$ cat config.mk
export PLATFORM = sky130hd
export DESIGN_NAME = mts_top
export DESIGN_NICKNAME = d
export VERILOG_FILES = /design/src/inc/mts_pkg.sv /design/src/hdl/mts_top.sv
export SDC_FILE = /design/constraint.sdc
export NUM_CORES = 1
export LEC_CHECK = 0
export ABC_AREA = 1
export BUFFER_PORTS_ARGS = -buffer_cell sky130_fd_sc_hd__buf_2
export CAP_MARGIN = 25
export CORE_MARGIN = 3
export CORE_UTILIZATION = 55
export CTS_CLUSTER_SIZE = 12
export DETAILED_ROUTE_END_ITERATION = 16
export PLACE_DENSITY_LB_ADDON = 0.3
export SLEW_MARGIN = 20
export SYNTH_ARGS = -nofsm -noshare
export SYNTH_HDL_FRONTEND = slang
export SYNTH_SLANG_ARGS = --single-unit
export TNS_END_PERCENT = 30
$ cat constraint.sdc
create_clock -name clk -period 1.7 [get_ports clk]
set_input_delay 0.34 -clock clk [delete_from_list [all_inputs] [get_ports clk]]
set_output_delay 0.34 -clock clk [all_outputs]
set_load 0.02 [all_outputs]
$ cat src/inc/mts_pkg.sv
// Package for the MOVX target steering block: SFR map, fields, resets, types
`default_nettype none
package mts_pkg;

  // ******************************
  // SFR offsets
  // ******************************
  localparam logic [7:0] MTS_ADDR_PTR_LO    = 8'h82;
  localparam logic [7:0] MTS_ADDR_PTR_HI    = 8'h83;
  localparam logic [7:0] MTS_ADDR_STORE_CTL = 8'h8F;
  localparam logic [7:0] MTS_ADDR_EMCF  = 8'hA3;
  localparam logic [7:0] MTS_ADDR_PAGE  = 8'hAF;

  // ******************************
  // Field positions
  // ******************************
  localparam int MTS_PS_WE_BIT  = 0;
  localparam int MTS_PS_EE_BIT  = 1;
  localparam int MTS_PS_SP_BIT  = 2;
  localparam int MTS_EM_PRT_BIT = 5;

  // ******************************
  // Reset values
  // ******************************
  localparam logic [7:0] MTS_RST_STORE_CTL = 8'h00;
  localparam logic [7:0] MTS_RST_PTR       = 8'h00;
  localparam logic [7:0] MTS_RST_PAGE  = 8'h00;
  localparam logic [7:0] MTS_RST_EMCF  = 8'h03;

  // ******************************
  // Memory geometry
  // ******************************
  localparam int MTS_EXTERNAL_DATA_RAM_AW    = 12;
  localparam int MTS_SECTOR_AW  = 9;
  localparam int MTS_SCRATCH_AW = 7;

  // ******************************
  // Types
  // ******************************
  typedef enum logic [3:0] {
    MTS_TGT_EXTERNAL_DATA_RAM  = 4'h1,
    MTS_TGT_FPROG = 4'h2,
    MTS_TGT_FERASE = 4'h4,
    MTS_TGT_FREAD = 4'h8
  } mts_tgt_t;

endpackage
`default_nettype wire

$ cat src/hdl/mts_top.sv
// MOVX target steering: address forming and routing to EXTERNAL_DATA_RAM or flash
//
// How it works
// RULE1 - Scratch select sends flash accesses to scratchpad
// RULE2 - Scratch clear sends flash accesses to main array
// RULE3 - Software keeps scratchpad addresses below 0x80
// RULE4 - Erase plus write enables make writes erase
// RULE5 - Erase ignores the supplied data byte
// RULE6 - Write enable alone programs the byte
// RULE7 - Software erases a location before programming
// RULE8 - MOVX reaches 4k bytes of on-chip RAM
// RULE9 - No flash enables means MOVX hits EXTERNAL_DATA_RAM
// RULE10 - Long form uses full data pointer
// RULE11 - Short form uses page byte and Ri
// RULE12 - Data pointer readable as two byte SFRs
// RULE13 - Memory interface on low or high ports
// RULE14 - Page erase clears whole 512-byte sector
// RULE15 - No instruction fetch from scratchpad sector
// RULE16 - Store control bits reset to zero
`timescale 1ns/100ps
`default_nettype none
module mts_top
  import mts_pkg::*;
(
  input  wire logic                       clk,
  input  wire logic                       resetn,
  input  wire logic                       sfr_wr,
  input  wire logic                       sfr_rd,
  input  wire logic [7:0]                 sfr_addr,
  input  wire logic [7:0]                 sfr_wdata,
  output var  logic [7:0]                 sfr_rdata,
  output var  logic                       sfr_hit,
  input  wire logic                       movx_req,
  input  wire logic                       movx_we,
  input  wire logic                       movx_long,
  input  wire logic [7:0]                 movx_ri,
  input  wire logic [7:0]                 movx_wdata,
  input  wire logic                       code_req,
  input  wire logic                       code_is_data,
  input  wire logic [15:0]                code_addr,
  output var  logic                       external_data_ram_en,
  output var  logic                       external_data_ram_we,
  output var  logic [MTS_EXTERNAL_DATA_RAM_AW-1:0]     external_data_ram_addr,
  output var  logic [7:0]                 external_data_ram_wdata,
  output var  logic                       flash_rd,
  output var  logic                       flash_prog,
  output var  logic                       flash_erase,
  output var  logic                       flash_scratch,
  output var  logic [15:0]                flash_addr,
  output var  logic [7:0]                 flash_wdata,
  output var  logic                       ext_mem_high_ports
);
  import mts_pkg::*;

  // ******************************
  // State
  // ******************************
  typedef struct packed {
    logic                   sp;
    logic                   ee;
    logic                   we;
    logic [7:0]             ptr_hi;
    logic [7:0]             ptr_lo;
    logic [7:0]             page;
    logic [7:0]             emcf;
    logic [7:0]             rdata;
    logic                   hit;
    logic                   x_en;
    logic                   x_we;
    logic [MTS_EXTERNAL_DATA_RAM_AW-1:0] x_addr;
    logic [7:0]             x_wdata;
    logic                   f_rd;
    logic                   f_prog;
    logic                   f_erase;
    logic                   f_sp;
    logic [15:0]            f_addr;
    logic [7:0]             f_wdata;
  } mts_state_t;

  mts_state_t s_q;
  mts_state_t s_d;
  logic [15:0] eff_addr;
  mts_tgt_t    tgt;

  // ******************************
  // Decoding
  // ******************************
  function automatic mts_tgt_t mts_target(
    input logic we_bit,
    input logic ee_bit,
    input logic is_write
  );
    mts_target = MTS_TGT_EXTERNAL_DATA_RAM;
    if (is_write && we_bit && ee_bit)
    begin
      mts_target = MTS_TGT_FERASE; // [RULE4]
    end
    else if (is_write && we_bit)
    begin
      mts_target = MTS_TGT_FPROG; // [RULE6]
    end
  endfunction

  // Erase clears a whole block, so the address is aligned to it
  function automatic logic [15:0] mts_erase_base(
    input logic        scratch,
    input logic [15:0] a
  );
    if (scratch)
    begin
      mts_erase_base = {a[15:MTS_SCRATCH_AW], {MTS_SCRATCH_AW{1'b0}}};
    end
    else
    begin
      mts_erase_base = {a[15:MTS_SECTOR_AW], {MTS_SECTOR_AW{1'b0}}}; // [RULE14]
    end
  endfunction

  function automatic logic mts_known(input logic [7:0] a);
    mts_known = (a == MTS_ADDR_PTR_LO) || (a == MTS_ADDR_PTR_HI) ||
                (a == MTS_ADDR_STORE_CTL) || (a == MTS_ADDR_EMCF) ||
                (a == MTS_ADDR_PAGE);
  endfunction

  // ******************************
  // Next state
  // ******************************
  always_comb
  begin
    s_d = s_q;
    s_d.x_en = 1'b0;
    s_d.x_we = 1'b0;
    s_d.f_rd = 1'b0;
    s_d.f_prog = 1'b0;
    s_d.f_erase = 1'b0;
    s_d.hit = 1'b0;

    // Long form takes the pointer, short form page plus Ri
    if (movx_long)
    begin
      eff_addr = {s_q.ptr_hi, s_q.ptr_lo}; // [RULE10]
    end
    else
    begin
      eff_addr = {s_q.page, movx_ri}; // [RULE11]
    end

    // With no flash enables every MOVX lands in EXTERNAL_DATA_RAM
    tgt = mts_target(s_q.we, s_q.ee, movx_we); // [RULE9]

    if (movx_req)
    begin
      unique case (tgt)
        MTS_TGT_EXTERNAL_DATA_RAM:
        begin
          // On-chip only: upper bits alias onto the 4k array
          s_d.x_en = 1'b1; // [RULE8]
          s_d.x_we = movx_we;
          s_d.x_addr = eff_addr[MTS_EXTERNAL_DATA_RAM_AW-1:0];
          s_d.x_wdata = movx_wdata;
        end
        MTS_TGT_FPROG:
        begin
          // Target location must already be erased by software [RULE7]
          s_d.f_prog = 1'b1; // [RULE6]
          s_d.f_sp = s_q.sp; // [RULE1] [RULE2]
          s_d.f_addr = eff_addr;
          s_d.f_wdata = movx_wdata;
        end
        MTS_TGT_FERASE:
        begin
          s_d.f_erase = 1'b1; // [RULE4]
          s_d.f_sp = s_q.sp; // [RULE1] [RULE2]
          s_d.f_addr = mts_erase_base(s_q.sp, eff_addr); // [RULE14]
          s_d.f_wdata = 8'h00; // [RULE5]
        end
        MTS_TGT_FREAD:
        begin
          s_d.f_rd = 1'b0;
        end
      endcase
    end
    else if (code_req)
    begin
      // Fetches never see the scratchpad; only data reads do
      s_d.f_rd = 1'b1;
      s_d.f_sp = code_is_data && s_q.sp; // [RULE15] [RULE1] [RULE2]
      // Upper bits out of range give undefined results [RULE3]
      s_d.f_addr = code_addr;
    end

    // SFR writes land after any MOVX of the same cycle
    if (sfr_wr)
    begin
      unique case (sfr_addr)
        MTS_ADDR_PTR_LO:
        begin
          s_d.ptr_lo = sfr_wdata; // [RULE12]
        end
        MTS_ADDR_PTR_HI:
        begin
          s_d.ptr_hi = sfr_wdata; // [RULE12]
        end
        MTS_ADDR_STORE_CTL:
        begin
          s_d.we = sfr_wdata[MTS_PS_WE_BIT];
          s_d.ee = sfr_wdata[MTS_PS_EE_BIT];
          s_d.sp = sfr_wdata[MTS_PS_SP_BIT];
        end
        MTS_ADDR_EMCF:
        begin
          s_d.emcf = sfr_wdata; // [RULE13]
        end
        MTS_ADDR_PAGE:
        begin
          s_d.page = sfr_wdata; // [RULE11]
        end
        default:
        begin
          s_d.hit = 1'b0;
        end
      endcase
    end

    // Register read-back; unused control bits read zero
    if (sfr_rd)
    begin
      s_d.hit = mts_known(sfr_addr);
      unique case (sfr_addr)
        MTS_ADDR_PTR_LO:
        begin
          s_d.rdata = s_q.ptr_lo; // [RULE12]
        end
        MTS_ADDR_PTR_HI:
        begin
          s_d.rdata = s_q.ptr_hi; // [RULE12]
        end
        MTS_ADDR_STORE_CTL:
        begin
          s_d.rdata = 8'h00;
          s_d.rdata[MTS_PS_WE_BIT] = s_q.we;
          s_d.rdata[MTS_PS_EE_BIT] = s_q.ee;
          s_d.rdata[MTS_PS_SP_BIT] = s_q.sp;
        end
        MTS_ADDR_EMCF:
        begin
          s_d.rdata = s_q.emcf;
        end
        MTS_ADDR_PAGE:
        begin
          s_d.rdata = s_q.page;
        end
        default:
        begin
          s_d.rdata = 8'h00;
        end
      endcase
    end
  end

  // ******************************
  // Registers
  // ******************************
  always_ff @(posedge clk)
  begin
    if (!resetn)
    begin
      s_q <= '0;
      // Flash stays untouched until software sets the enables
      s_q.we <= MTS_RST_STORE_CTL[MTS_PS_WE_BIT]; // [RULE16]
      s_q.ee <= MTS_RST_STORE_CTL[MTS_PS_EE_BIT]; // [RULE16]
      s_q.sp <= MTS_RST_STORE_CTL[MTS_PS_SP_BIT]; // [RULE16]
      s_q.ptr_hi <= MTS_RST_PTR;
      s_q.ptr_lo <= MTS_RST_PTR;
      s_q.page <= MTS_RST_PAGE;
      s_q.emcf <= MTS_RST_EMCF;
    end
    else
    begin
      s_q <= s_d;
    end
  end

  // ******************************
  // Outputs
  // ******************************
  assign sfr_rdata = s_q.rdata;
  assign sfr_hit = s_q.hit;
  assign external_data_ram_en = s_q.x_en;
  assign external_data_ram_we = s_q.x_we;
  assign external_data_ram_addr = s_q.x_addr;
  assign external_data_ram_wdata = s_q.x_wdata;
  assign flash_rd = s_q.f_rd;
  assign flash_prog = s_q.f_prog;
  assign flash_erase = s_q.f_erase;
  assign flash_scratch = s_q.f_sp;
  assign flash_addr = s_q.f_addr;
  assign flash_wdata = s_q.f_wdata;
  assign ext_mem_high_ports = s_q.emcf[MTS_EM_PRT_BIT]; // [RULE13]

endmodule // mts_top
`default_nettype wire

Word level (Yosys, flattened, before mapping)
Cells that the tools add are included.
- logic and storage cells: 62
- bits in registers: 94
- bits of input ports: 57
- multiplexer cells: 12
- bitwise gates (word level): 1
- equal/unequal tests: 9
- reductions and logical operators: 21
- operators by type and width (operator ; count):
    25-bit case mux with 2 select lines ; 1
    8-bit equality test (second input constant) ; 5
    8-bit case mux with 5 select lines ; 1
    17-bit two-way mux ; 2
    22-bit two-way mux ; 1
    2-bit AND reduction ; 10
    16-bit two-way mux ; 1
    9-bit two-way mux ; 1
    4-bit by 1-bit equality test with 1-bit output (second input constant) ; 1
    4-bit by 2-bit equality test with 1-bit output (second input constant) ; 1
    4-bit by 3-bit equality test with 1-bit output (second input constant) ; 1
    1-bit logical OR ; 4
    2-bit nonzero test ; 2
    1-bit logical AND ; 3
    1-bit two-way mux ; 3
    3-bit two-way mux ; 1
    3-bit by 1-bit != test with 1-bit output (second input constant) ; 1
    3-bit AND reduction ; 1
    2-bit two-way mux ; 1
    2-bit OR reduction ; 1
    1-bit inverter ; 1

Depth between registers and ports, before layout
Gate-level depths: netlist (run 1).
- word-level depth: 6
- depth in mapped cells: 11

Worst setup path before layout (run 1)
No wires, ideal clock.
- path kind: input to register
- start point: input port sfr_addr[0]
- end point: register s_q[81] in the netlist's numbering
- stages: 7
- setup slack: 0.456 ns
- data arrival time: 1.125 ns
- cell sequence: inv_1 -> nand2_1 -> nor2_8 -> nand3_4 -> buf_2 -> o21ai_1 -> a21oi_1
- word-level cells in the longest chain between the ends: 2
- RTL lines (what ; line ; RTL):
    from (decl) ; mts_top.sv:29 ; input wire logic [7:0] sfr_addr,
    8-bit equality test ; mts_top.sv:195 ; unique case (sfr_addr)
    2-bit AND reduction (no source line) ; -- ;
    to (decl) ; mts_top.sv:80 ; mts_state_t s_q;
Every way passes these cells.
A chain may end at the register's enable or synchronous reset.

Final worst setup path (run 1)
- start point: register s_q[91] in the netlist's numbering
- end point: register s_q, in the netlist flash_addr[2]
- word-level cells in the longest chain between the ends: 6
- elaborated cells on any way between the ends: 10
- RTL lines (what ; line ; RTL):
    1-bit logical AND (*) ; mts_top.sv:94, mts_top.sv:98 ;
    2-bit two-way mux or 1-bit logical AND (tied branches) ; mts_top.sv:98, mts_top.sv:94 ;
    3-bit two-way mux (*) ; mts_top.sv:94 ; if (is_write && we_bit && ee_bit)
    4-bit by 3-bit equality test with 1-bit output or 4-bit by 2-bit equality test with 1-bit output (tied branches) ; mts_top.sv:153 ; unique case (tgt)
    25-bit case mux with 2 select lines or 3-bit by 1-bit != test with 1-bit output (tied branches) ; -- ;
    17-bit two-way mux or 2-bit AND reduction (tied branches) ; -- ;
Mark *: on every way between the ends. The rest lies on a longest branch, timed or not. The select of a mux whose other input is x is not followed.

==> summary.md, run 1 <==
| Metric | Value |
|---|---|
| Required @ worst endpoint | 2.00 ns |
| Most common cell after layout, fill and taps aside | buf_2 |
| Drt initial violations | 205 |
| Vias | 4132 |
| Synthesized area | 4590 µm² |
| Final setup viols | 0 |
| CTS tree | yes |
| Area of the multi-input gates | 1870 µm² |
| Yosys warns | 0 |
| Max FO, Critical Path | 15 |
| Synth Flop Type | dfxtp_1 |
| Commonest non-fill, non-tap cells in the layout | 116 x buf_2, 104 x nand2_1, 94 x dfxtp_1, 68 x a21oi_1, 62 x o21ai_1 |
| Pre-CTS setup slack | 0.150 ns |
| Ant diodes | 0 |
| Max Cap Violations | 0 |
| Crit path launch type | register |
| Dpl hpwl | 8.49 mm |
| Initial Util | 0.579 |
| Initial antenna violation count | 0 |
| IO Count | 117 |
| First-pass GRT wire length | 18.3 mm |
| Grt ovf | 0 |
| Synthesized net count | 666 |
| Pleak | 2.37 nW |
| Unrepaired setup endpoints after global routing | no |
| Post-CTS setup buffer count | 0 |
| Worst Tran Pin Value | 0.469 ns |
| Die width | 97.4 µm |
| Area contributors post-synth | dfxtp_1 41%, buf_4 9.2%, nand2_1 8.5% |
| CP Data Arrival Time | 1.74 ns |
| Crit path kind | reg -> reg |
| Max clock buf depth | 2 |
| Final clock skew | 0.00729 ns |
| Status | finished, final reports clean |
| Final wirelength | 11.1 mm |
| VDD IR max | 0.447 mV |
| Post-Syn Instances | 609 |
| Gpl congestion | 0.917 |
| Seq cells post-synth | 94 |
| Syn-to-layout area delta | 9.29% |
| Fin crit share | 0.851 |
| Clock sink count | 94 |
| Cells after DPL | 758 |
| ANT nets after route | 0 |
| Hold crit path type | in -> reg |
| Vias in the first global route | 3776 |
| Hold Violations, Final | 0 |
| Final cell count without fillers | 774 |
| FMAX | 691 MHz |
| Share of synthesized registers carrying an async set or reset | 0 |
| DRT Pass-1 Iters | 6 |
| Total GRT Usage | 0.234 |
| Largest net degree at the start of global routing | 42 |
| Post-CTS Hold Buffers | 0 |
| Area fraction of the dominant cell type after synthesis | 0.410 |
| Share of layout cells above drive strength 1 | 0.274 |
| Syn_area_per_cell | 7.54 µm² |
| Final Worst Setup Slack | 0.254 ns |
| EDFF count, synth | 0 |
| Die span in y | 97.4 µm |
| Clock root buffer | clkbuf_8 |
| CP endpoint kind | register |
| Die area | 9480 µm² |
| Power Dens Cells | 855 nW/µm² |
| Slew Limit Headroom | 0.687 |
| Num rows | 32 |
| Filler cells | 784 |
| Vias per cell | 5.34 |
| Port bufs | 116 |
| TNS Setup | 0 ns |
| Final Max Tran Viols | 0 |
| Routed length per instance | 14.3 µm |
| Residual DRC count | 0 |
| Final core utilization | 0.633 |
| Nets | 724 |
| Resized cells post-CTS | 0 |
| Seq/Total Area, Yosys | 0.410 |
| Register area | 1880 µm² |
| Core area | 7930 µm² |
| Worst-path clk slew | 0.09 ns |
| Post-layout min period | 1.45 ns |
| Hold Slack | 0.231 ns |
| Distinct cells, synth | 28 |
| Clock Latency Late Sink | 0.36 ns |
| H-tree depth | 3 |
| Yosys top cell by area | dfxtp_1 |
| Cts bufs inserted | 9 |
sequential cells by signal, summed over array words and instances, names as in the netlist, 8 cells and up:
name                     flops
flash_addr                  16
external_data_ram_wdata      8
external_data_ram_addr      12
sfr_rdata                    8
s_q                         34
flash_wdata                  8
Yosys cell counts, types with 6 or more instances:
cell type and instances:
nand2_1 104, buf_4 56, nor2_1 21, nand3_1 49, clkbuf_1 6, o21ai_1 62, dfxtp_1 94, buf_2 14
a21oi_1 68, inv_1 51, nand3_2 10, inv_2 12, o21ai_0 27
per-stage QoR:
stage / power (W) / cell area, µm²
global route: 0.00448 / 5020
global placement: 0.00285 / 4820
finish: 0.00429 / 5020
floorplan: 0.00274 / 4590
CTS: 0.00432 / 5020
detailed placement: 0.00287 / 4820
final timing paths:
check | startpoint | endpoint | depth (start not counted) | slack [ns]
worst max-delay path | s_q[91] | flash_addr[2] | 7 | 0.25
worst min-delay path | movx_wdata[6] | external_data_ram_wdata[6] | 3 | 0.23
worst max register to register | s_q[91] | flash_addr[2] | 7 | 0.25
worst min register to register | external_data_ram_addr[4] | external_data_ram_addr[4] | 2 | 0.47
cell families (layout without fill, tap and decap cells):
logic type / Yosys count / count (layout) / share of synthesized area
simple gates: 202 / 202 / 0.222
buf+inv: 147 / 210 / 0.183
flops: 94 / 94 / 0.410
compound gates: 166 / 166 / 0.186
critical path, stage by stage (launching register included):
cell     delay (ns)
dfxtp_1        0.39
nand2_1        0.11
inv_2          0.08
nand2_2        0.13
nand2_2        0.27
buf_4          0.21
o21ai_1        0.07
a21oi_1        0.12
where the power goes:
| group | total [W] | switching (W) | internal [W] |
|---|---|---|---|
| clock network | 0.00148 | 0.000794 | 0.000682 |
| logic | 0.000525 | 0.000344 | 0.000181 |
| registers | 0.00229 | 0.0000297 | 0.00226 |
| total | 0.00429 | 0.00117 | 0.00313 |
area by class of cell:
class / count / area share
clock inverters: 7 / 0.0145
flip-flops and latches: 94 / 0.375
clock buffers: 9 / 0.0247
multi-input cells: 368 / 0.373
well taps: 102 / 0.0254
inverters: 63 / 0.0471
repair buffers: 131 / 0.141
metal layers:
| metal | global-route usage | up-vias | share of wire |
|---|---|---|---|
| met4 | 0.0660 | 0 | 0.014 |
| li1 | - | 2055 | - |
| met3 | 0.0481 | 15 | 0.069 |
| met5 | 0 | - | 0 |
| met1 | 0.301 | 1918 | 0.43 |
| met2 | 0.395 | 144 | 0.49 |
No activity file was read; power rests on OpenSTA's default activity.
==> run 2, diff against run 1 <==
--- a/config.mk
+++ b/config.mk
@@ -13,6 +13,7 @@
 export CTS_CLUSTER_SIZE = 12
 export DETAILED_ROUTE_END_ITERATION = 16
 export PLACE_DENSITY_LB_ADDON = 0.3
+export SETUP_SLACK_MARGIN = 0.3
 export SLEW_MARGIN = 20
 export SYNTH_ARGS = -nofsm -noshare
 export SYNTH_HDL_FRONTEND = slang
==> summary.md, run 2 (synthesis gave the netlist of run 1 again) <==
| Metric | Value |
|---|---|
| IO Count | 117 (unchanged) |
| Most common cell after layout, fill and taps aside | buf_2 (unchanged) |
| Hold crit path type | in -> reg (unchanged) |
| Cells on worst reg2reg path | 6 (was 7) |
| Reg2reg end | flash_wdata[1] (was flash_addr[2]) |
| Post-CTS Hold Buffers | 0 (unchanged) |
| Worst Setup EP | flash_wdata[1] (was flash_addr[2]) |
| Final Max Tran Viols | 0 (unchanged) |
| Required @ worst endpoint | 1.99 ns (was 2.00 ns) |
| CP Data Arrival Time | 1.64 ns (was 1.74 ns) |
| Drt initial violations | 227 (was 205) |
| H-tree depth | 3 (unchanged) |
| TNS Setup | 0 ns (unchanged) |
| Final setup viols | 0 (unchanged) |
| Crit path largest cell delay | 0.39 ns (about the same) |
| Max clock buf depth | 2 (unchanged) |
| Power Dens Cells | 855 nW/µm² (about the same) |
| Gpl congestion | 0.917 (unchanged) |
| Max Cap Violations | 0 (unchanged) |
| Final core utilization | 0.634 (was 0.633) |
| Final clock skew | 0.00661 ns (was 0.00729 ns) |
| CP endpoint kind | register (unchanged) |
| Die width | 97.4 µm (unchanged) |
| FMAX | 743 MHz (was 691 MHz) |
| Final wirelength | 11.1 mm (about the same) |
| Initial Util | 0.579 (unchanged) |
| Grt ovf | 0 (unchanged) |
| CTS tree | yes (unchanged) |
| ANT nets after route | 0 (unchanged) |
| Pleak | 2.37 nW (about the same) |
| Residual DRC count | 0 (unchanged) |
| Nets | 724 (unchanged) |
| Routed length per instance | 14.3 µm (about the same) |
| CP most frequent cell | nand2_2 (unchanged) |
| Post-CTS setup buffer count | 0 (unchanged) |
| Vias per cell | 5.33 (was 5.34) |
| R2R Path Start | s_q[91] (unchanged) |
| Status | finished, final reports clean (unchanged) |
| Largest net degree at the start of global routing | 42 (unchanged) |
| Max FO, Critical Path | 10 (was 15) |
| Vias | 4124 (was 4132) |
| VDD IR max | 0.447 mV (about the same) |
| Die area | 9480 µm² (unchanged) |
| Fin crit share | 0.792 (was 0.851) |
| Post-layout min period | 1.35 ns (was 1.45 ns) |
| Worst Tran Pin Value | 0.410 ns (was 0.469 ns) |
| Worst-path clk slew | 0.09 ns (about the same) |
| Syn-to-layout area delta | 9.51% (was 9.29%) |
| Initial antenna violation count | 0 (unchanged) |
| R2R setup slack | 0.35 ns (was 0.25 ns) |
| Slew Limit Headroom | 0.726 (was 0.687) |
| Largest register by flop count | s_q (unchanged) |
| Unrepaired setup endpoints after global routing | yes (was no) |
| Die span in y | 97.4 µm (unchanged) |
| First-pass GRT wire length | 18.2 mm (was 18.3 mm) |
| Worst Setup SP | s_q[91] (unchanged) |
| Crit path launch type | register (unchanged) |
| Ant diodes | 0 (unchanged) |
| Total GRT Usage | 0.234 (unchanged) |
| Clock sink count | 94 (unchanged) |
| Num rows | 32 (unchanged) |
| Cts bufs inserted | 9 (unchanged) |
| Hold Violations, Final | 0 (unchanged) |
| Clock Latency Late Sink | 0.36 ns (about the same) |
| Crit path kind | reg -> reg (unchanged) |
| DRT Pass-1 Iters | 4 (was 6) |
| Core area | 7930 µm² (unchanged) |
| Vias in the first global route | 3773 (was 3776) |
| Port bufs | 116 (unchanged) |
| Worst path cell trace | nand2_1, inv_2, nand2_2, nor2_1, nand2_2, o21ai_1 (was nand2_1, inv_2, nand2_2, nand2_2, buf_4, o21ai_1, a21oi_1) |
| Slowest CP cell | dfxtp_1 (unchanged) |
| Largest register FFs | 34 (unchanged) |
| Commonest non-fill, non-tap cells in the layout | 116 x buf_2, 103 x nand2_1, 94 x dfxtp_1, 68 x a21oi_1, 62 x o21ai_1 (was 116 x buf_2, 104 x nand2_1, 94 x dfxtp_1, 68 x a21oi_1, 62 x o21ai_1) |
| Clock root buffer | clkbuf_8 (unchanged) |
| Dpl hpwl | 8.49 mm (unchanged) |
| Filler cells | 783 (was 784) |
| Share of layout cells above drive strength 1 | 0.275 (was 0.274) |
-- run 2: worst min path at each step --
stage	start	end	slack [ns]	cells past startpoint
global placement	s_q[83]	s_q[83]	0.45	2
floorplan	s_q[74]	s_q[74]	0.44	2
CTS	movx_wdata[6]	external_data_ram_wdata[6]	0.22	3
detailed placement	external_data_ram_addr[4]	external_data_ram_addr[4]	0.46	2
global route	movx_wdata[6]	external_data_ram_wdata[6]	0.23	3
finish	movx_wdata[6]	external_data_ram_wdata[6]	0.23	3
-- run 2: timing repair --
| item | 4_1_cts | 5_1_grt |
|---|---|---|
| setup endpoints to repair | 10 | 27 |
| gates resized for setup | 1 | 3 |
| hold endpoints to repair | 0 | 0 |
| cloned | 0 | 0 |
-- run 2: area by class of cell --
class / count / area (µm²) / area share
Multi-Input combinational cell: 368 / 1880 / 0.373
Timing Repair Buffer: 131 / 706 / 0.140
Sequential cell: 94 / 1880 / 0.374
Clock inverter: 7 / 72.6 / 0.0144
Clock buffer: 9 / 124 / 0.0246
Inverter: 63 / 239 / 0.0475
Tap cell: 102 / 128 / 0.0254
-- run 2: per-layer routing --
layer | share of wire | global-route usage
met5 | 0 | 0
met1 | 0.42 | 0.301
met3 | 0.076 | 0.0481
met4 | 0.015 | 0.0660
met2 | 0.49 | 0.395
-- run 2: worst max-delay path: cells and delay by family, from the launching register on --
family	cells	cell delay, ns
AOI/OAI and AO/OA	1	0.15
and+or+nand+nor	4	0.65
DFF	1	0.39
buffers and inverters	1	0.08
-- run 2: per-stage QoR --
stage / power (W) / cell area, µm² / setup WS [ns] / hold slack (ns) / instances
5_1_grt: 0.00448 / 5030 / 0.234 / 0.228 / 774
6_report: 0.00430 / 5030 / 0.353 / 0.233 / 774
3_3_place_gp: 0.00285 / 4820 / 0.181 / 0.450 / 758
4_1_cts: 0.00432 / 5020 / 0.274 / 0.218 / 774
2_1_floorplan: 0.00274 / 4590 / 0.456 / 0.435 / 609
3_5_place_dp: 0.00287 / 4820 / 0.150 / 0.456 / 758
-- run 2: where the power goes --
group	internal [W]	switching, W	total, W
Clock	0.000682	0.000798	0.00148
Sequential	0.00226	0.0000300	0.00229
Combinational	0.000182	0.000344	0.000526
==> run 3, diff against run 2 <==
--- a/config.mk
+++ b/config.mk
@@ -9,7 +9,7 @@
 export BUFFER_PORTS_ARGS = -buffer_cell sky130_fd_sc_hd__buf_2
 export CAP_MARGIN = 25
 export CORE_MARGIN = 3
-export CORE_UTILIZATION = 55
+export CORE_UTILIZATION = 48
 export CTS_CLUSTER_SIZE = 12
 export DETAILED_ROUTE_END_ITERATION = 16
 export PLACE_DENSITY_LB_ADDON = 0.3
==> constraint.sdc (replaced) <==
create_clock -name clk -period 1.2 [get_ports clk]
set_input_delay 0.24 -clock clk [delete_from_list [all_inputs] [get_ports clk]]
set_output_delay 0.24 -clock clk [all_outputs]
set_load 0.02 [all_outputs]
==> summary.md, run 3 (synthesis gave the netlist of run 1 again) <==
| Metric | Value |
|---|---|
| Share of layout cells above drive strength 1 | 0.448 (was 0.275) |
| Ant diodes | 0 (unchanged) |
| Unrepaired setup endpoints after global routing | yes (unchanged) |
| Drt initial violations | 204 (was 227) |
| Die area | 10800 µm² (was 9480 µm²) |
| Final Worst Setup Slack | 0.00335 ns (was 0.353 ns) |
| CTS tree | yes (unchanged) |
| Final Max Tran Viols | 0 (unchanged) |
| Reg2reg end | external_data_ram_addr[4] (was flash_wdata[1]) |
| Max FO, Critical Path | 5 (was 10) |
| Power Dens Cells | 1070 nW/µm² (was 855 nW/µm²) |
| FMAX | 836 MHz (was 743 MHz) |
| Largest net degree at the start of global routing | 27 (was 42) |
| Vias in the first global route | 4312 (was 3773) |
| Port bufs | 116 (unchanged) |
| Residual DRC count | 0 (unchanged) |
| Clock Latency Late Sink | 0.37 ns (was 0.36 ns) |
| Hold Crit Endpoint | external_data_ram_wdata[5] (was external_data_ram_wdata[6]) |
| Tot Pwr | 0.00666 W (was 0.00430 W) |
| H-tree depth | 3 (unchanged) |
| Post-CTS Hold Buffers | 0 (unchanged) |
| Hold crit path type | in -> reg (unchanged) |
| Max clock buf depth | 2 (unchanged) |
| Final wirelength | 13.1 mm (was 11.1 mm) |
| Worst hold start | movx_wdata[5] (was movx_wdata[6]) |
| Vias per cell | 5.18 (was 5.33) |
| Routed length per instance | 15.4 µm (was 14.3 µm) |
| Fin crit share | 0.997 (was 0.792) |
| IO Count | 117 (unchanged) |
| Pleak | 2.79 nW (was 2.37 nW) |
| Nets | 771 (was 724) |
| Max Cap Violations | 0 (unchanged) |
| Hold Violations, Final | 0 (unchanged) |
| Status | finished, final reports clean (unchanged) |
| Cells on worst reg2reg path | 7 (was 6) |
| Clock sink count | 94 (unchanged) |
| Required @ worst endpoint | 1.49 ns (was 1.99 ns) |
| CP endpoint kind | register (unchanged) |
| Vias | 4390 (was 4124) |
| Worst hold path depth | 3 (unchanged) |
| VDD IR max | 0.608 mV (was 0.447 mV) |
| Gpl congestion | 0.854 (was 0.917) |
| Slew Limit Headroom | 0.779 (was 0.726) |
| Crit path launch type | register (unchanged) |
| Largest register by flop count | s_q (unchanged) |
| Worst Setup SP | s_q[91] (unchanged) |
| R2R setup slack | 0.003 ns (was 0.35 ns) |
| Dpl hpwl | 9.14 mm (was 8.49 mm) |
| Die span in y | 104 µm (was 97.4 µm) |
| Crit path kind | reg -> reg (unchanged) |
| Die width | 104 µm (was 97.4 µm) |
| Commonest non-fill, non-tap cells in the layout | 93 x nand2_1, 70 x buf_2, 66 x buf_4, 63 x dfxtp_1, 57 x a21oi_1 (was 116 x buf_2, 103 x nand2_1, 94 x dfxtp_1, 68 x a21oi_1, 62 x o21ai_1) |
| Initial Util | 0.495 (was 0.579) |
| Final setup viols | 0 (unchanged) |
| CP Data Arrival Time | 1.49 ns (was 1.64 ns) |
| Worst Tran Pin Value | 0.328 ns (was 0.410 ns) |
| Grt ovf | 0 (unchanged) |
| Num rows | 35 (was 32) |
| Initial antenna violation count | 0 (unchanged) |
| R2R Path Start | s_q[91] (unchanged) |
| Cts bufs inserted | 9 (unchanged) |
| First-pass GRT wire length | 20.7 mm (was 18.2 mm) |
| Core area | 9280 µm² (was 7930 µm²) |
| Most common cell after layout, fill and taps aside | nand2_1 (was buf_2) |
| ANT nets after route | 0 (unchanged) |
| Pre-CTS setup slack | -0.207 ns (was 0.150 ns) |
| TNS Setup | 0 ns (unchanged) |
| Final clock skew | 0.0130 ns (was 0.00661 ns) |
| Post-layout min period | 1.20 ns (was 1.35 ns) |
| Hold Slack | 0.125 ns (was 0.233 ns) |
| Largest register FFs | 34 (unchanged) |
| Clock root buffer | clkbuf_8 (unchanged) |
| Worst-path clk slew | 0.09 ns (about the same) |
| Total GRT Usage | 0.235 (was 0.234) |
| Syn-to-layout area delta | 35.6% (was 9.51%) |
| DRT Pass-1 Iters | 4 (unchanged) |
==> run 3: cell types whose count changed in the layout (fill, tap and decap cells not counted), moves of 19 or more <==
cell,before,now
dfxtp_2,0,31
o21ai_1,62,43
dfxtp_1,94,63
buf_6,0,30
buf_2,116,70
buf_4,14,66
o21ai_2,0,21
==> run 3: stage by stage <==
stage | instance area [µm²] | utilization | std cells
floorplan | 4770 | - | 609
global placement | 5320 | 0.573 | 816
detailed placement | 5320 | 0.573 | 816
CTS | 6030 | 0.649 | 845
global route | 6230 | 0.671 | 847
finish | 6230 | 0.671 | 847
==> run 3: power breakdown <==
group | switching (W) | internal [W]
registers | 0.0000647 | 0.00322
clock network | 0.00112 | 0.00117
logic | 0.000613 | 0.000477
==> run 3: area by class of cell <==
cell class                      instances  area, µm²
Clock buffer                           10        128
Clock inverter                          5       85.1
Fill cell                             771       3060
Inverter                               63        300
Multi-Input combinational cell        370       2240
Sequential cell                        94       1920
Tap cell                              129        161
Timing Repair Buffer                  176       1400
==> run 3: worst max path at each step <==
stage,endpoint,cells past startpoint
final,external_data_ram_addr[4],7
after global routing,external_data_ram_addr[4],7
after detailed placement,s_q[71],7
after global placement,s_q[91],8
after floorplan,sfr_rdata[4],7
after CTS,external_data_ram_wdata[6],7
==> run 3: worst max-delay path: stages (launching register included) <==
cell       delay [ns]
dfxtp_2          0.35
nand2_4          0.10
buf_6            0.12
nand2_8          0.06
inv_8            0.09
clkbuf_16        0.15
nand2_1          0.08
a21oi_1          0.17
==> run 3: timing repair <==
action | 4_1_cts | 5_1_grt
resized for setup | 132 | 49
endpoints found under the setup margin | 143 | 151
setup buffers | 11 | 1
gates cloned | 3 | 1
pin swaps | 14 | 13
==> run 3: per-layer routing <==
layer	global-route usage	routed length, µm	vias to the layer above
met2	0.415	6690	141
met4	0.0940	383	0
li1	-	-	2156
met5	0	0	-
met3	0.0386	721	35
met1	0.283	5280	2058
